$ cat src/err_report_pkg.sv
/*
 error-reporting constants for the serial link controller: status word bits,
 octal codes, command types and timing. assumes a 40 MHz system clock.
*/
`default_nettype none
package err_report_pkg;
	localparam int          CLK_HZ           = 40_000_000;
	localparam int          WORD_W           = 16;
	localparam int          BIT_DISCONNECT   = 6;
	localparam int          BIT_START_RX     = 7;
	localparam int          BIT_MISSING_MEM  = 8;
	localparam int          BIT_PROCEDURE    = 9;
	localparam logic [15:0] CODE_DISCONNECT  = 16'o100;
	localparam logic [15:0] CODE_START_RX    = 16'o200;
	localparam logic [15:0] CODE_MISSING_MEM = 16'o400;
	localparam logic [15:0] CODE_PROCEDURE   = 16'o1000;
	localparam logic [15:0] ERR_WORD_RESET   = 16'h0000;
	localparam logic [1:0]  CMD_BUFFER       = 2'b00;
	localparam logic [1:0]  CMD_SETUP        = 2'b01;
	localparam logic [1:0]  CMD_INVALID      = 2'b10;
	localparam logic [1:0]  CMD_BASE         = 2'b11;
	localparam logic [15:0] HOST_LOC_A       = 16'o24;
	localparam logic [15:0] HOST_LOC_B       = 16'o26;
	localparam int          STALL_NS         = 20_000;
	localparam int          STALL_CYCLES     = STALL_NS / (1_000_000_000 / CLK_HZ);
	typedef enum logic [1:0] {
		ST_INIT    = 2'b00,
		ST_BASED   = 2'b01,
		ST_RUNNING = 2'b10,
		ST_HALTED  = 2'b11
	} link_state_e;
endpackage : err_report_pkg
`default_nettype wire

$ cat src/link_err_report.sv
/*
 error reporting for a synchronous serial link controller: detects the four
 upper control-out errors and presents them in the upper data port word.
 assumes command, buffer and protocol strobes come from logic on clk_sys;
 the data-set-ready pin is asynchronous and is synchronised here.
*/
// Notes on behaviour
// error word shown in upper data port
// remote carrier loss after start: bit 6
// start message while running: fatal bit 7
// bus timeout reported at buffer end, bit 8
// timeouts checked only on data buffers
// each missing-memory access stalls bus 20us
// unhonourable input command: fatal bit 9
// bad type, early commands, second base
// remote: drop terminal ready on procedure error
// second base shuts down as procedure error
// fatal error leaves running; reinit needed
// non-fatal errors only inform host
// each report is a control-out transfer
`timescale 1ns/1ps
`default_nettype none
module link_err_report
	import err_report_pkg::*;
#(
	parameter int STALL_CNT = STALL_CYCLES
) (
	input  wire logic        clk_sys,
	input  wire logic        rst_n,
	input  wire logic        master_clear,
	input  wire logic        remote_mode,
	input  wire logic        data_set_ready,
	input  wire logic        cmd_valid,
	input  wire logic [1:0]  input_command_byte,
	input  wire logic        setup_done,
	input  wire logic        start_msg_rx,
	input  wire logic        bus_timeout,
	input  wire logic        access_is_buffer,
	input  wire logic [15:0] access_addr,
	input  wire logic        buffer_end,
	input  wire logic        report_taken,
	output logic             report_valid,
	output logic [15:0]      control_out_error_word,
	output logic             link_running,
	output logic             terminal_ready,
	output logic             bus_stall
);
	////////////////////////////////////////////////////////////////////////
	// elaboration checks
	if (STALL_CNT < 1) begin : g_bad_stall
		$error("STALL_CNT must be at least 1");
	end
	if (WORD_W != 16) begin : g_bad_width
		$error("error word must be 16 bits");
	end
	if (BIT_PROCEDURE >= WORD_W) begin : g_bad_top_bit
		$error("procedure bit outside the word");
	end
	if (CODE_DISCONNECT != (16'h0001 << BIT_DISCONNECT)) begin : g_bad_disc
		$error("disconnect code and bit disagree");
	end
	if (CODE_START_RX != (16'h0001 << BIT_START_RX)) begin : g_bad_start
		$error("start code and bit disagree");
	end
	if (CODE_MISSING_MEM != (16'h0001 << BIT_MISSING_MEM)) begin : g_bad_mem
		$error("memory code and bit disagree");
	end
	if (CODE_PROCEDURE != (16'h0001 << BIT_PROCEDURE)) begin : g_bad_proc
		$error("procedure code and bit disagree");
	end
	if (BIT_DISCONNECT >= BIT_PROCEDURE) begin : g_bad_order
		$error("error bits out of order");
	end
	if (HOST_LOC_A == HOST_LOC_B) begin : g_bad_locs
		$error("excluded host locations must differ");
	end
	if (CMD_INVALID == CMD_BASE) begin : g_bad_cmds
		$error("invalid and base codes must differ");
	end
	if (ERR_WORD_RESET != 16'h0000) begin : g_bad_reset
		$error("error word must reset clear");
	end

	link_state_e     state_r;
	link_state_e     state_nxt;
	logic            dsr_s1_r;
	logic            dsr_s2_r;
	logic            dsr_prev_r;
	logic            mem_pend_r;
	logic [31:0]     stall_r;
	logic [15:0]     word_r;
	logic            valid_r;
	logic            proc_err_r;
	logic            dtr_r;

	////////////////////////////////////////////////////////////////////////
	// shared decodes
	function automatic logic is_excluded_loc(input logic [15:0] addr);
		is_excluded_loc = (addr == HOST_LOC_A) | (addr == HOST_LOC_B);
	endfunction : is_excluded_loc

	function automatic logic [15:0] code_if(
		input logic        hit,
		input logic [15:0] code
	);
		code_if = hit ? code : 16'h0000;
	endfunction : code_if

	function automatic logic is_state(
		input link_state_e cur,
		input link_state_e want
	);
		is_state = (cur == want);
	endfunction : is_state

	////////////////////////////////////////////////////////////////////////
	// event decode
	wire        in_init    = is_state(state_r, ST_INIT);
	wire        in_running = is_state(state_r, ST_RUNNING);

	// link and bus events
	wire        dsr_fall   = dsr_prev_r & ~dsr_s2_r;
	wire        disc_ev    = remote_mode & dsr_fall & in_running;
	wire        start_ev   = start_msg_rx & in_running;
	wire        loc_excl   = is_excluded_loc(access_addr);
	wire        mem_hit    = bus_timeout & access_is_buffer & ~loc_excl;
	wire        mem_ev     = buffer_end & (mem_pend_r | mem_hit);

	// command checks
	wire        is_base    = (input_command_byte == CMD_BASE);
	wire        bad_type   = cmd_valid & (input_command_byte == CMD_INVALID);
	wire        early      = cmd_valid & in_init & ~is_base;
	wire        second_b   = cmd_valid & ~in_init & is_base;
	wire        proc_ev    = bad_type | early | second_b;
	wire        fatal_ev   = start_ev | mem_ev | proc_ev;
	wire [15:0] new_bits   = code_if(disc_ev, CODE_DISCONNECT) |
	                         code_if(start_ev, CODE_START_RX) |
	                         code_if(mem_ev, CODE_MISSING_MEM) |
	                         code_if(proc_ev, CODE_PROCEDURE);
	wire        any_ev     = |new_bits;

	////////////////////////////////////////////////////////////////////////
	// protocol state
	always_comb begin
		state_nxt = state_r;
		unique case (state_r)
			ST_INIT:    if (cmd_valid & ~proc_ev) state_nxt = ST_BASED;
			ST_BASED:   if (setup_done) state_nxt = ST_RUNNING;
			ST_RUNNING: state_nxt = ST_RUNNING;
			ST_HALTED:  state_nxt = ST_HALTED;
		endcase
		if (fatal_ev) state_nxt = ST_HALTED;
	end

	always_ff @(posedge clk_sys) begin
		if (!rst_n || master_clear) state_r <= ST_INIT;
		else state_r <= state_nxt;
	end

	////////////////////////////////////////////////////////////////////////
	// pin synchroniser
	always_ff @(posedge clk_sys) begin
		if (!rst_n) begin
			dsr_s1_r   <= 1'b0;
			dsr_s2_r   <= 1'b0;
			dsr_prev_r <= 1'b0;
		end else begin
			dsr_s1_r   <= data_set_ready;
			dsr_s2_r   <= dsr_s1_r;
			dsr_prev_r <= dsr_s2_r;
		end
	end

	////////////////////////////////////////////////////////////////////////
	// missing-memory deferral and bus stall
	always_ff @(posedge clk_sys) begin
		if (!rst_n || master_clear) mem_pend_r <= 1'b0;
		else if (buffer_end) mem_pend_r <= 1'b0;
		else if (mem_hit) mem_pend_r <= 1'b1;
	end

	always_ff @(posedge clk_sys) begin
		if (!rst_n) stall_r <= 32'h0000_0000;
		else if (mem_hit) stall_r <= 32'(STALL_CNT);
		else if (stall_r != 32'h0000_0000) stall_r <= stall_r - 32'h0000_0001;
	end

	////////////////////////////////////////////////////////////////////////
	// report word; new events win over the host's take
	wire [15:0] word_keep = report_taken ? ERR_WORD_RESET : word_r;

	always_ff @(posedge clk_sys) begin
		if (!rst_n || master_clear) word_r <= ERR_WORD_RESET;
		else if (any_ev) word_r <= word_keep | new_bits;
		else if (report_taken) word_r <= ERR_WORD_RESET;
	end

	always_ff @(posedge clk_sys) begin
		if (!rst_n || master_clear) valid_r <= 1'b0;
		else if (any_ev) valid_r <= 1'b1;
		else if (report_taken) valid_r <= 1'b0;
	end

	always_ff @(posedge clk_sys) begin
		if (!rst_n || master_clear) proc_err_r <= 1'b0;
		else if (proc_ev) proc_err_r <= 1'b1;
	end

	always_ff @(posedge clk_sys) begin
		if (!rst_n || master_clear) dtr_r <= 1'b1;
		else dtr_r <= ~(remote_mode & (proc_err_r | proc_ev));
	end

	////////////////////////////////////////////////////////////////////////
	// outputs
	assign control_out_error_word = word_r;
	assign report_valid           = valid_r;
	assign link_running           = in_running;
	assign terminal_ready         = dtr_r;
	assign bus_stall              = (stall_r != 32'h0000_0000);
endmodule : link_err_report
`default_nettype wire

$ cat config.mk
export PLATFORM = sky130hd
export DESIGN_NAME = link_err_report
export DESIGN_NICKNAME = d
export VERILOG_FILES = /design/src/err_report_pkg.sv /design/src/link_err_report.sv
export SDC_FILE = /design/constraint.sdc
export NUM_CORES = 1
export LEC_CHECK = 0
export ABC_CLOCK_PERIOD_IN_PS = 4230
export BUFFER_PORTS_ARGS = -buffer_cell sky130_fd_sc_hd__buf_2
export CAP_MARGIN = 20
export CORE_AREA = 2 2 67 69
export DETAILED_ROUTE_END_ITERATION = 10
export DIE_AREA = 0 0 69 71
export HOLD_SLACK_MARGIN = 0.05
export PLACE_DENSITY = 0.81
export SKIP_CTS_REPAIR_TIMING = 1
export SLEW_MARGIN = 40
export SYNTH_ARGS = -nofsm -noshare
export SYNTH_HDL_FRONTEND = slang
export SYNTH_SLANG_ARGS = --single-unit
$ cat constraint.sdc
create_clock -name clk_sys -period 4.23 [get_ports clk_sys]
set_input_delay 0.846 -clock clk_sys [delete_from_list [all_inputs] [get_ports clk_sys]]
set_output_delay 0.846 -clock clk_sys [all_outputs]
set_load 0.02 [all_outputs]
* Word-level counts from Yosys, hierarchy flattened *
Cells that the tools add are included.

operators by class
  eq/ne operators = 9
  $add $sub $neg = 1
  bitwise logic cells = 32
  reductions and logical operators = 10
  muxes and demuxes = 14

operators by type and width
  operator               count
  $eq 16x5->1 const B    2
  $mux 16                2
  $reduce_bool 32->1     1
  $sub 32x1->32 const B  1
  $mux 10                3
  $or 16x10->16          1
  $reduce_or 16->1       1
  $and 1x1->1            14
  $or 9x10->10           1
  $mux 9                 1
  $or 8x9->9             1
  $eq 2x2->1 const B     4
  $mux 8                 1
  $or 7x8->8             1
  $pmux 2 s4             1
  $mux 7                 1
  $not 1->1              7
  $or 1x1->1             7
  $mux 2                 3
  $reduce_bool 2->1      2
  $reduce_or 2->1        2
  $ne 3x1->1 const B     1
  $ne 3x3->1 const B     1
  $eq 2x1->1 const B     1
  other kinds (5)        6

word-level totals
  output and inout bits = 20
  input port bits = 30
  logic and storage cells = 77
  flip-flop bits (word level) = 57

* Longest topological paths before layout *
Gate-level depths: netlist of run 1.

  depth after elaboration = 11
  depth in mapped cells = 8
  depth with buffers taken out = 7

* Worst setup path after synthesis of run 1 *
Ideal clock, no wire load.

  path kind = reg2out
  start = reg stall_r[18]
  end = out bus_stall
  path slack = 1687 ps
  arrival time = 1697 ps
  required time = 3384 ps
  path buffers = 0
  stages on the path, launching flop included = 4
  path through = dfxtp_1 or4_4 nor4_2 nand3_1

on the way
  cells in the longest elaborated chain, start to end = 1

RTL lines
  element                   RTL line                RTL
  start: declaration        link_err_report.sv:90   logic [31:0] stall_r;
  start signal: assignment  link_err_report.sv:184  else if (mem_hit) stall_r <= 32'(STALL_CNT);
  start signal: assignment  link_err_report.sv:185  else if (stall_r != 32'h0000_0000) stall_r <= stall_r - 32'h0000_0001;
  $reduce_bool 32->1        link_err_report.sv:220  assign bus_stall = (stall_r != 32'h0000_0000);
  end: declaration          link_err_report.sv:46   output logic bus_stall

No other way between the ends.

* Worst setup path after layout of run 1 *
  start = reg stall_r[2]
  end = out bus_stall

Same word-level chain as after synthesis.

==> metrics.md, run 1 <==
| Metric | Value |
|---|---|
| Post-place setup slack | `1.384 ns` |
| Yosys reg bits | `between 40 and 50` |
| XOR/XNOR Fraction of Synth Area | `0.06074` |
| Ys async rst share | `0` |
| Slew HR | `0.5218` |
| Final Hold Vio Count | `0` |
| Initial core utilization | `0.5488` |
| RSZ-0062 raised after global routing | `no` |
| Post-DR wirelength/cell | `between 10 and 15 um` |
| Complex-gate fraction of the synthesized area | `0.1849` |
| CTS Sinks | `45` |
| Vias per inst | `between 5 and 6` |
| Fin crit share | `0.7516` |
| Initial antenna violation count | `0` |
| Leakage power | `between 1 and 1.5 nW` |
| Peak Freq | `between 300 and 400 MHz` |
| Syn Area/Cell | `slightly below 9 um^2` |
| Multi-input logic area | `1277 um^2` |
| Adder-Cell Fraction of Synth Area | `0.02711` |
| Pwr/cell area | `between 900 and 1000 nW/um^2` |
| Peak VDD IR | `between 0.8 and 0.9 mV` |
| Kind of critical path | `reg2out` |
| Sum of negative setup slack | `0 ns` |
| Final estimated routing congestion in global placement | `roughly 0.86` |
| Final WS setup | `1.051 ns` |
| Cts bufs inserted | `5` |
| IO buf count | `36` |
| Arr. time, crit path | `2.33 ns` |
| Worst Tran Pin Value | `0.7079 ns` |
| Reg clk slew, reported paths | `approximately 0.090 ns` |
| Diodes inserted | `0` |
| # IOs | `50` |
| Die ar. | `4899 um^2` |
| H-tree depth | `2` |
| Clock power frac | `0.130` |
| Worst Setup End Kind | `output pin` |
| Height of the chip | `71 um` |
| Share of cells above drive strength 1 | `0.2169` |
| Gr usage total | `0.2016` |
| Register share of total power | `0.270` |
| Pre-antenna DRT Iters | `4` |
| Top-count cell post-synth | `dfxtp_1` |
| EDFF count, synth | `0` |
| Sw Share | `0.4882` |
| Critical path required time | `around 3.4 ns` |
| Int Power | `roughly 0.0013 W` |
| Post-Route WL | `4576 um` |
| CORE AREA | `4204 um^2` |
| Cell Rows | `24` |
| Top_reg_cell synth | `dfxtp_1` |
| Crit-path max cell delay | `0.57 ns` |
| Synthesized area | `~2300 um^2` |
| Synth area leader | `dfxtp_1` |
| Vias | `about 1,900` |
| Slew Limit Fails | `0` |
| Post-synth top area share | `0.3905` |
| Pin count of the biggest net entering global routing | `22` |
| P_sw | `~0.0012 W` |
| Nets | `~330` |
| Crit-path cells | `nor4_2, and4_1, nand3_1, buf_2` |
| Synth unique cells | `50` |
| Run status | `complete, no violations` |
| Setup crit start kind | `flop` |
| Antenna Nets Post-Route | `0` |
| CTS tree | `yes` |
| Bufs on Longest Clock Path | `2` |
| Fill cell count | `382` |
| Root Buffer | `clkbuf_8` |
| Crit Path Max Fanout | `11` |
| Register area share after synthesis | `0.3905` |
| Worst Hold Class | `reg2reg` |
| Final setup vio count | `0` |
| Post-synthesis mux area share | `0` |
| DP Wirelength | `3324 um` |
| Drt first-iter violations | `72` |
| Register cell area after layout | `900.9 um^2` |
| Cell count after synthesis | `between 200 and 300` |
| Vias in the first global route | `~1,900` |
| Logic pwr share | `0.600` |
| Synth area leaders | `dfxtp_1 39%, nor2_1 4.4%, a21oi_1 4.3%, buf_4 3.9%, xor2_1 3.4%` |
| First-pass GRT wire length | `a little over 8000 um` |
| Skew-Pair Late Insertion Delay | `~0.30 ns` |
| Most frequent cells after synthesis | `45 x dfxtp_1, 27 x nor2_1, 20 x a21oi_1` |
| DIE WIDTH | `a little under 70 um` |
| Global route overflow | `0` |
| Largest family of logic cells by synthesized area | `simple AND/OR/NAND/NOR gates` |
| Critical path's slowest cell | `and4_1` |
| Max reg flops | `32` |
| Max_cap viols | `0` |
| DRC | `0` |
| Min Clock Period, post-route | `about 3.2 ns` |
| Reg with most FFs | `stall_r` |
| Post-synthesis simple-gate area fraction | `0.2614` |
| Clock Skew | `between 0.008 and 0.009 ns` |
| Area Overhead vs Synth | `11.98%` |
| Synth warn | `0` |
-- final cells by class --
| type | count | share of cell area |
|---|---|---|
| multi-input combinational | 196 | 0.4944 |
| sequential | 45 | 0.3487 |
| timing repair buffer | 38 | 0.07554 |
| clock buffer | 5 | 0.02663 |
| tap | 52 | 0.02518 |
| clock inverter | 3 | 0.01792 |
| inverter | 8 | 0.01162 |
-- worst max-delay path: cells and delay by family, from the launching register on --
kind	cells	cell delay, ns
buf+inv	1	0.25
simple gates	3	1.41
flops	1	0.38
-- path summary, 6_finish.rpt --
path,startpoint,to,slack [ns],depth (start not counted)
setup / recovery,stall_r[2],bus_stall,1.05,4
hold / removal,dsr_s1_r,dsr_s2_r,0.45,1
setup reg to reg,stall_r[24],stall_r[9],1.71,5
hold reg to reg,dsr_s1_r,dsr_s2_r,0.45,1
-- power groups by stage --
| stage | Sequential [W] | Combinational [W] | Clock (W) |
|---|---|---|---|
| finish | 0.000673 | 0.00150 | 0.000326 |
| global route | 0.000693 | 0.00165 | 0.000353 |
| CTS | 0.000671 | 0.00150 | 0.000332 |
| detailed placement | 0.000679 | 0.00146 | 0 |
| global placement | 0.000671 | 0.00143 | 0 |
| floorplan | 0.000653 | 0.00133 | 0 |
-- layout by cell type (no fill, tap or decap), drive strengths merged, types with 2 or more instances in the layout --
cell type	instances
a21oi	20
a31oi	3
and2	3
and3	2
buf	38
clkbuf	5
conb	12
dfxtp	45
ha	5
inv	8
nand2	10
nand2b	9
nand3	6
nand3b	2
nand4	3
nor2	27
nor2b	3
nor3	6
nor4	8
nor4b	2
o2111ai	5
o211ai	5
o21a	3
o21ai	10
o311ai	2
o31ai	5
or2	5
or3	8
or4	8
xnor2	7
xor2	9
-- through the flow --
stage                     utilization  hold slack [ns]  power, W  cell area, um^2  instances
after floorplan                     -           0.4118  0.001981             2349        270
after global placement         0.5872           0.4273  0.002099             2469        339
after detailed placement       0.5872           0.4303  0.002143             2469        339
after CTS                      0.6146           0.4545  0.002499             2584        347
after global routing           0.6146           0.4753  0.002698             2584        347
final                          0.6146           0.4452  0.002496             2584        347
-- routing by layer --
layer  track usage  vias to the layer above  wire length (um)
li1              -                      982                 -
met1        0.2314                      893              1966
met2        0.3632                       58              2263
met3       0.05413                        7               289
met4       0.06754                        0                57
met5             0                        -                 0
-- kinds of logic after synthesis --
group           after synthesis
compound gates               59
xor+xnor                     16
fa+ha+maj                     5
buf+inv                      29
flops                        45
other cells                   1
simple gates                104
Note: power is estimated with default switching activity, not from simulation.
==> inputs of run 2 (changes only) <==
ABC_CLOCK_PERIOD_IN_PS = 2700   (was 4230)
CORE_AREA = 2 2 72 74   (was 2 2 67 69)
DIE_AREA = 0 0 74 76   (was 0 0 69 71)
PLACE_DENSITY = 0.74   (was 0.81)
clock period = 2.7 ns   (was 4.23 ns; I/O delays follow)
==> metrics.md, run 2 (synthesis results as in run 1) <==
| Metric | Value |
|---|---|
| Multi-input logic area | `~1300 um^2` |
| Diodes inserted | `0` |
| Arr. time, crit path | `2.03 ns` |
| Cell Rows | `26` |
| Reg clk slew, reported paths | `about 0.09 ns` |
| R2R setup slack | `0.33 ns` |
| Leakage power | `1.029 nW` |
| Hold EP | `terminal_ready` |
| Pwr/cell area | `1505 nW/um^2` |
| CORE AREA | `just under 5000 um^2` |
| Die ar. | `5624 um^2` |
| Post-Route WL | `around 4500 um` |
| RSZ-0062 raised after global routing | `no` |
| DRC | `0` |
| Bufs on Longest Clock Path | `2` |
| Area Overhead vs Synth | `13.77%` |
| Run status | `complete, no violations` |
| Min-delay src | `remote_mode` |
| # IOs | `50` |
| Height of the chip | `~76 um` |
| Reg-to-Reg End | `stall_r[9]` |
| Commonest cells after routing, fill and taps aside | `45 x dfxtp_1, 36 x buf_2, 27 x nor2_1` |
| Max_cap viols | `0` |
| Hold Slack | `a little over 0.4 ns` |
| CTS Sinks | `45` |
| Crit-path max cell delay | `slightly below 0.6 ns` |
| Reg with most FFs | `stall_r` |
| CTS tree | `yes` |
| Initial core utilization | `0.4697` |
| Sum of negative setup slack | `0 ns` |
| Crit Path Max Fanout | `7` |
| Pin count of the biggest net entering global routing | `20` |
| Antenna Nets Post-Route | `0` |
| Peak VDD IR | `a little under 0.9 mV` |
| Vias | `between 1,500 and 2,000` |
| Fill cell count | `around 450` |
| Vias in the first global route | `1,617` |
| Peak Freq | `between 300 and 400 MHz` |
| Slew Limit Fails | `0` |
| DIE WIDTH | `about 74 um` |
| Critical path required time | `between 2 and 2.5 ns` |
| Setup crit start kind | `flop` |
| Power, Total | `between 0.003 and 0.004 W` |
| Worst Setup End Kind | `output pin` |
| Hold depth | `2` |
| Skew-Pair Late Insertion Delay | `0.30 ns` |
| Cts bufs inserted | `5` |
| Gr usage total | `0.1581` |
| Final estimated routing congestion in global placement | `roughly 0.75` |
| Drt first-iter violations | `slightly above 80` |
| Worst r2r src | `stall_r[18]` |
| Initial antenna violation count | `0` |
| First-pass GRT wire length | `6886 um` |
| Register cell area after layout | `around 900 um^2` |
| Post-route design area | `2625 um^2` |
| DP Area | `between 2000 and 3000 um^2` |
| Vias per inst | `roughly 5.2` |
| Kind of critical path | `reg2out` |
| IO buf count | `36` |
| Slew HR | `0.5654` |
| Global route overflow | `0` |
| H-tree depth | `2` |
| Most common cell after layout, fill and taps aside | `dfxtp_1` |
| Max reg flops | `32` |
| Crit-path leading delay family | `simple AND/OR/NAND/NOR gates` |
| Nets | `~330` |
| Post-DR wirelength/cell | `about 12 um` |
| Final setup vio count | `0` |
| Share of cells above drive strength 1 | `0.2333` |
| DP Wirelength | `3248 um` |
| Worst Path Buf+Inv | `1` |
| Final Hold Vio Count | `0` |
| Worst Hold Class | `in2reg` |
| Root Buffer | `clkbuf_8` |
| Worst Tran Pin Value | `between 0.6 and 0.7 ns` |
| Crit-path cells | `or4_4, nor4_2, nand3_2, buf_2` |
| Min Clock Period, post-route | `roughly 2.6 ns` |
| Critical path's slowest cell | `or4_4` |
| FF-to-FF path depth | `5` |
| Fin crit share | `0.9513` |
| Clock Skew | `about 0.0073 ns` |
| Pre-antenna DRT Iters | `4` |
run 2: routing by layer:
layer,vias up,track usage,wire [um]
met4,0,0.06727,59
met1,847,0.2030,2167
met3,6,0.05556,315
met2,64,0.2375,1953
li1,995,-,-
met5,-,0,0
run 2: per-stage QoR:
| step | util | instances | worst slack, ns |
|---|---|---|---|
| global placement | 0.5148 | 362 | 0.3950 |
| finish | 0.5344 | 370 | 0.1315 |
| CTS | 0.5334 | 370 | 0.06165 |
| detailed placement | 0.5148 | 362 | 0.3524 |
| floorplan | - | 270 | 0.4436 |
| global route | 0.5344 | 370 | 0.06348 |
run 2: worst register-to-register path, delay by kind of cell (launching register included):
kind,cells,cell delay [ns]
AND/OR/NAND/NOR,3,1.45
AO/OA/AOI/OAI,2,0.51
flip-flops,1,0.36
run 2: area by class of cell:
class                   instances  share of cell area
well taps                      70             0.03337
clock buffers                   5             0.02622
repair buffers                 43             0.08866
clock inverters                 3            0.008580
multi-input cells             196              0.4886
flip-flops and latches         45              0.3432
inverters                       8             0.01144
run 2: worst max-delay path by stage:
stage | start | end | slack (ns) | cells past startpoint
2_1_floorplan | stall_r[18] | stall_r[2] | 0.44 | 7
3_3_place_gp | stall_r[18] | stall_r[9] | 0.39 | 5
3_5_place_dp | stall_r[18] | stall_r[9] | 0.35 | 5
4_1_cts | stall_r[18] | bus_stall | 0.06 | 4
5_1_grt | stall_r[18] | bus_stall | 0.06 | 4
6_report | stall_r[18] | bus_stall | 0.13 | 4
run 2: power by group:
group / switching, W / total [W] / internal [W]
sequential: 0.000187 / 0.00105 / 0.000863
combinational: 0.00153 / 0.00248 / 0.000953
clock: 0.000239 / 0.000421 / 0.000181
total: 0.00195 / 0.00395 / 0.00200
==> inputs of run 3 (changes only) <==
ABC_CLOCK_PERIOD_IN_PS = unset   (was 2700)
CORE_AREA = 2 2 66 81   (was 2 2 72 74)
DIE_AREA = 0 0 68 83   (was 0 0 74 76)
PLACE_DENSITY = 0.71   (was 0.74)
==> metrics.md, run 3 (synthesis results as in run 1) <==
| Metric | Value |
|---|---|
| Run status | `complete, no violations` |
| Max_cap viols | `0` |
| Multi-input logic area | `roughly 1300 um^2` |
| Arr. time, crit path | `about 2.1 ns` |
| Reg with most FFs | `stall_r` |
| Cell Rows | `28` |
| Critical path required time | `2.16 ns` |
| Fin crit share | `0.9736` |
| IO buf count | `36` |
| Initial antenna violation count | `0` |
| Slew HR | `0.6070` |
| Crit Path Max Fanout | `8` |
| Final setup vio count | `0` |
| Skew-Pair Late Insertion Delay | `0.31 ns` |
| Cts bufs inserted | `5` |
| Reg clk slew, reported paths | `roughly 0.090 ns` |
| Pin count of the biggest net entering global routing | `18` |
| DIE WIDTH | `approximately 68 um` |
| RSZ-0062 raised after global routing | `no` |
| CORE AREA | `between 4000 and 5000 um^2` |
| Vias per inst | `5.385` |
| Commonest cells after routing, fill and taps aside | `45 x dfxtp_1, 36 x buf_2, 27 x nor2_1` |
| Nets | `around 340` |
| Pwr/cell area | `about 1500 nW/um^2` |
| Height of the chip | `around 83 um` |
| Vias in the first global route | `between 1,500 and 2,000` |
| Area Overhead vs Synth | `13.45%` |
| First-pass GRT wire length | `7672 um` |
| Post-DR wirelength/cell | `between 10 and 15 um` |
| Register cell area after layout | `about 900 um^2` |
| Initial core utilization | `0.4772` |
| Drt first-iter violations | `a little under 60` |
| Root Buffer | `clkbuf_8` |
| Vias | `1,944` |
| CTS tree | `yes` |
| Antenna Nets Post-Route | `0` |
| Pre-antenna DRT Iters | `5` |
| DP Cell Count | `approximately 350` |
| Bufs on Longest Clock Path | `2` |
| Slew Limit Fails | `0` |
| Post-Route WL | `roughly 4600 um` |
| Sum of negative setup slack | `0 ns` |
| Diodes inserted | `0` |
| Die ar. | `~5600 um^2` |
| Clock Skew | `around 0.0038 ns` |
| Final Hold Vio Count | `0` |
| Peak Freq | `about 380 MHz` |
| Kind of critical path | `reg2out` |
| DRC | `0` |
| Min Clock Period, post-route | `between 2 and 3 ns` |
| Setup crit start kind | `flop` |
| Worst Setup End Kind | `output pin` |
| Final estimated routing congestion in global placement | `slightly above 0.8` |
| Fill cell count | `between 400 and 500` |
| Peak VDD IR | `around 1.7 mV` |
| H-tree depth | `2` |
| # IOs | `50` |
| Max reg flops | `32` |
| Share of cells above drive strength 1 | `0.2326` |
| Most common cell after layout, fill and taps aside | `dfxtp_1` |
| Worst Tran Pin Value | `roughly 0.6 ns` |
| DP Wirelength | `~3400 um` |
| Final std cells w/o fill | `approximately 360` |
| Gr usage total | `0.1723` |
| Global route overflow | `0` |
| CTS Sinks | `between 40 and 50` |
| Worst Hold Class | `in2reg` |
| Leakage power | `1.041 nW` |
-- run 3: layout make-up --
class                           count  area share
Inverter                            8     0.01147
Tap cell                           60     0.02868
Multi-Input combinational cell    196      0.4881
Sequential cell                    45      0.3442
Timing Repair Buffer               44     0.09178
Clock buffer                        5     0.02629
Clock inverter                      3    0.009560
-- run 3: routing by layer --
metal,GRT usage,vias up,routed length (um),share of wire
met5,0,-,0,0
met4,0.07818,0,116,0.025
met3,0.04065,11,266,0.058
met2,0.2992,56,2240,0.49
met1,0.1906,888,1967,0.43
li1,-,989,-,-
-- run 3: worst max-delay path, cell delays in order (launching register included) --
cell     delay, ns
dfxtp_1       0.38
nor4_1        0.42
and4_1        0.48
nand3_1       0.26
buf_2         0.23
-- run 3: where the power goes --
| group | total (W) | switching [W] | internal [W] |
|---|---|---|---|
| clock network | 0.000445 | 0.000256 | 0.000189 |
| registers | 0.00105 | 0.000187 | 0.000863 |
| logic | 0.00245 | 0.00148 | 0.000965 |
-- run 3: through the flow --
step	instance area (um^2)	setup WS [ns]	util	hold slack (ns)	power (W)
6_report	2618	0.07118	0.5414	0.3995	0.003941
5_1_grt	2618	0.01621	0.5414	0.3915	0.004290
4_1_cts	2618	0.09020	0.5414	0.3905	0.003960
3_5_place_dp	2524	0.3714	0.5220	0.4205	0.003501
3_3_place_gp	2524	0.3985	0.5220	0.4364	0.003438
2_1_floorplan	2349	0.4436	-	0.4118	0.003103
-- run 3: final timing paths --
path                                   from              to  slack (ns)  cells after the start
worst min-delay path            remote_mode  terminal_ready        0.40                      2
worst max-delay path             stall_r[8]       bus_stall        0.07                      4
worst min register to register     dsr_s1_r        dsr_s2_r        0.46                      1
worst max register to register  stall_r[18]      stall_r[9]        0.35                      5
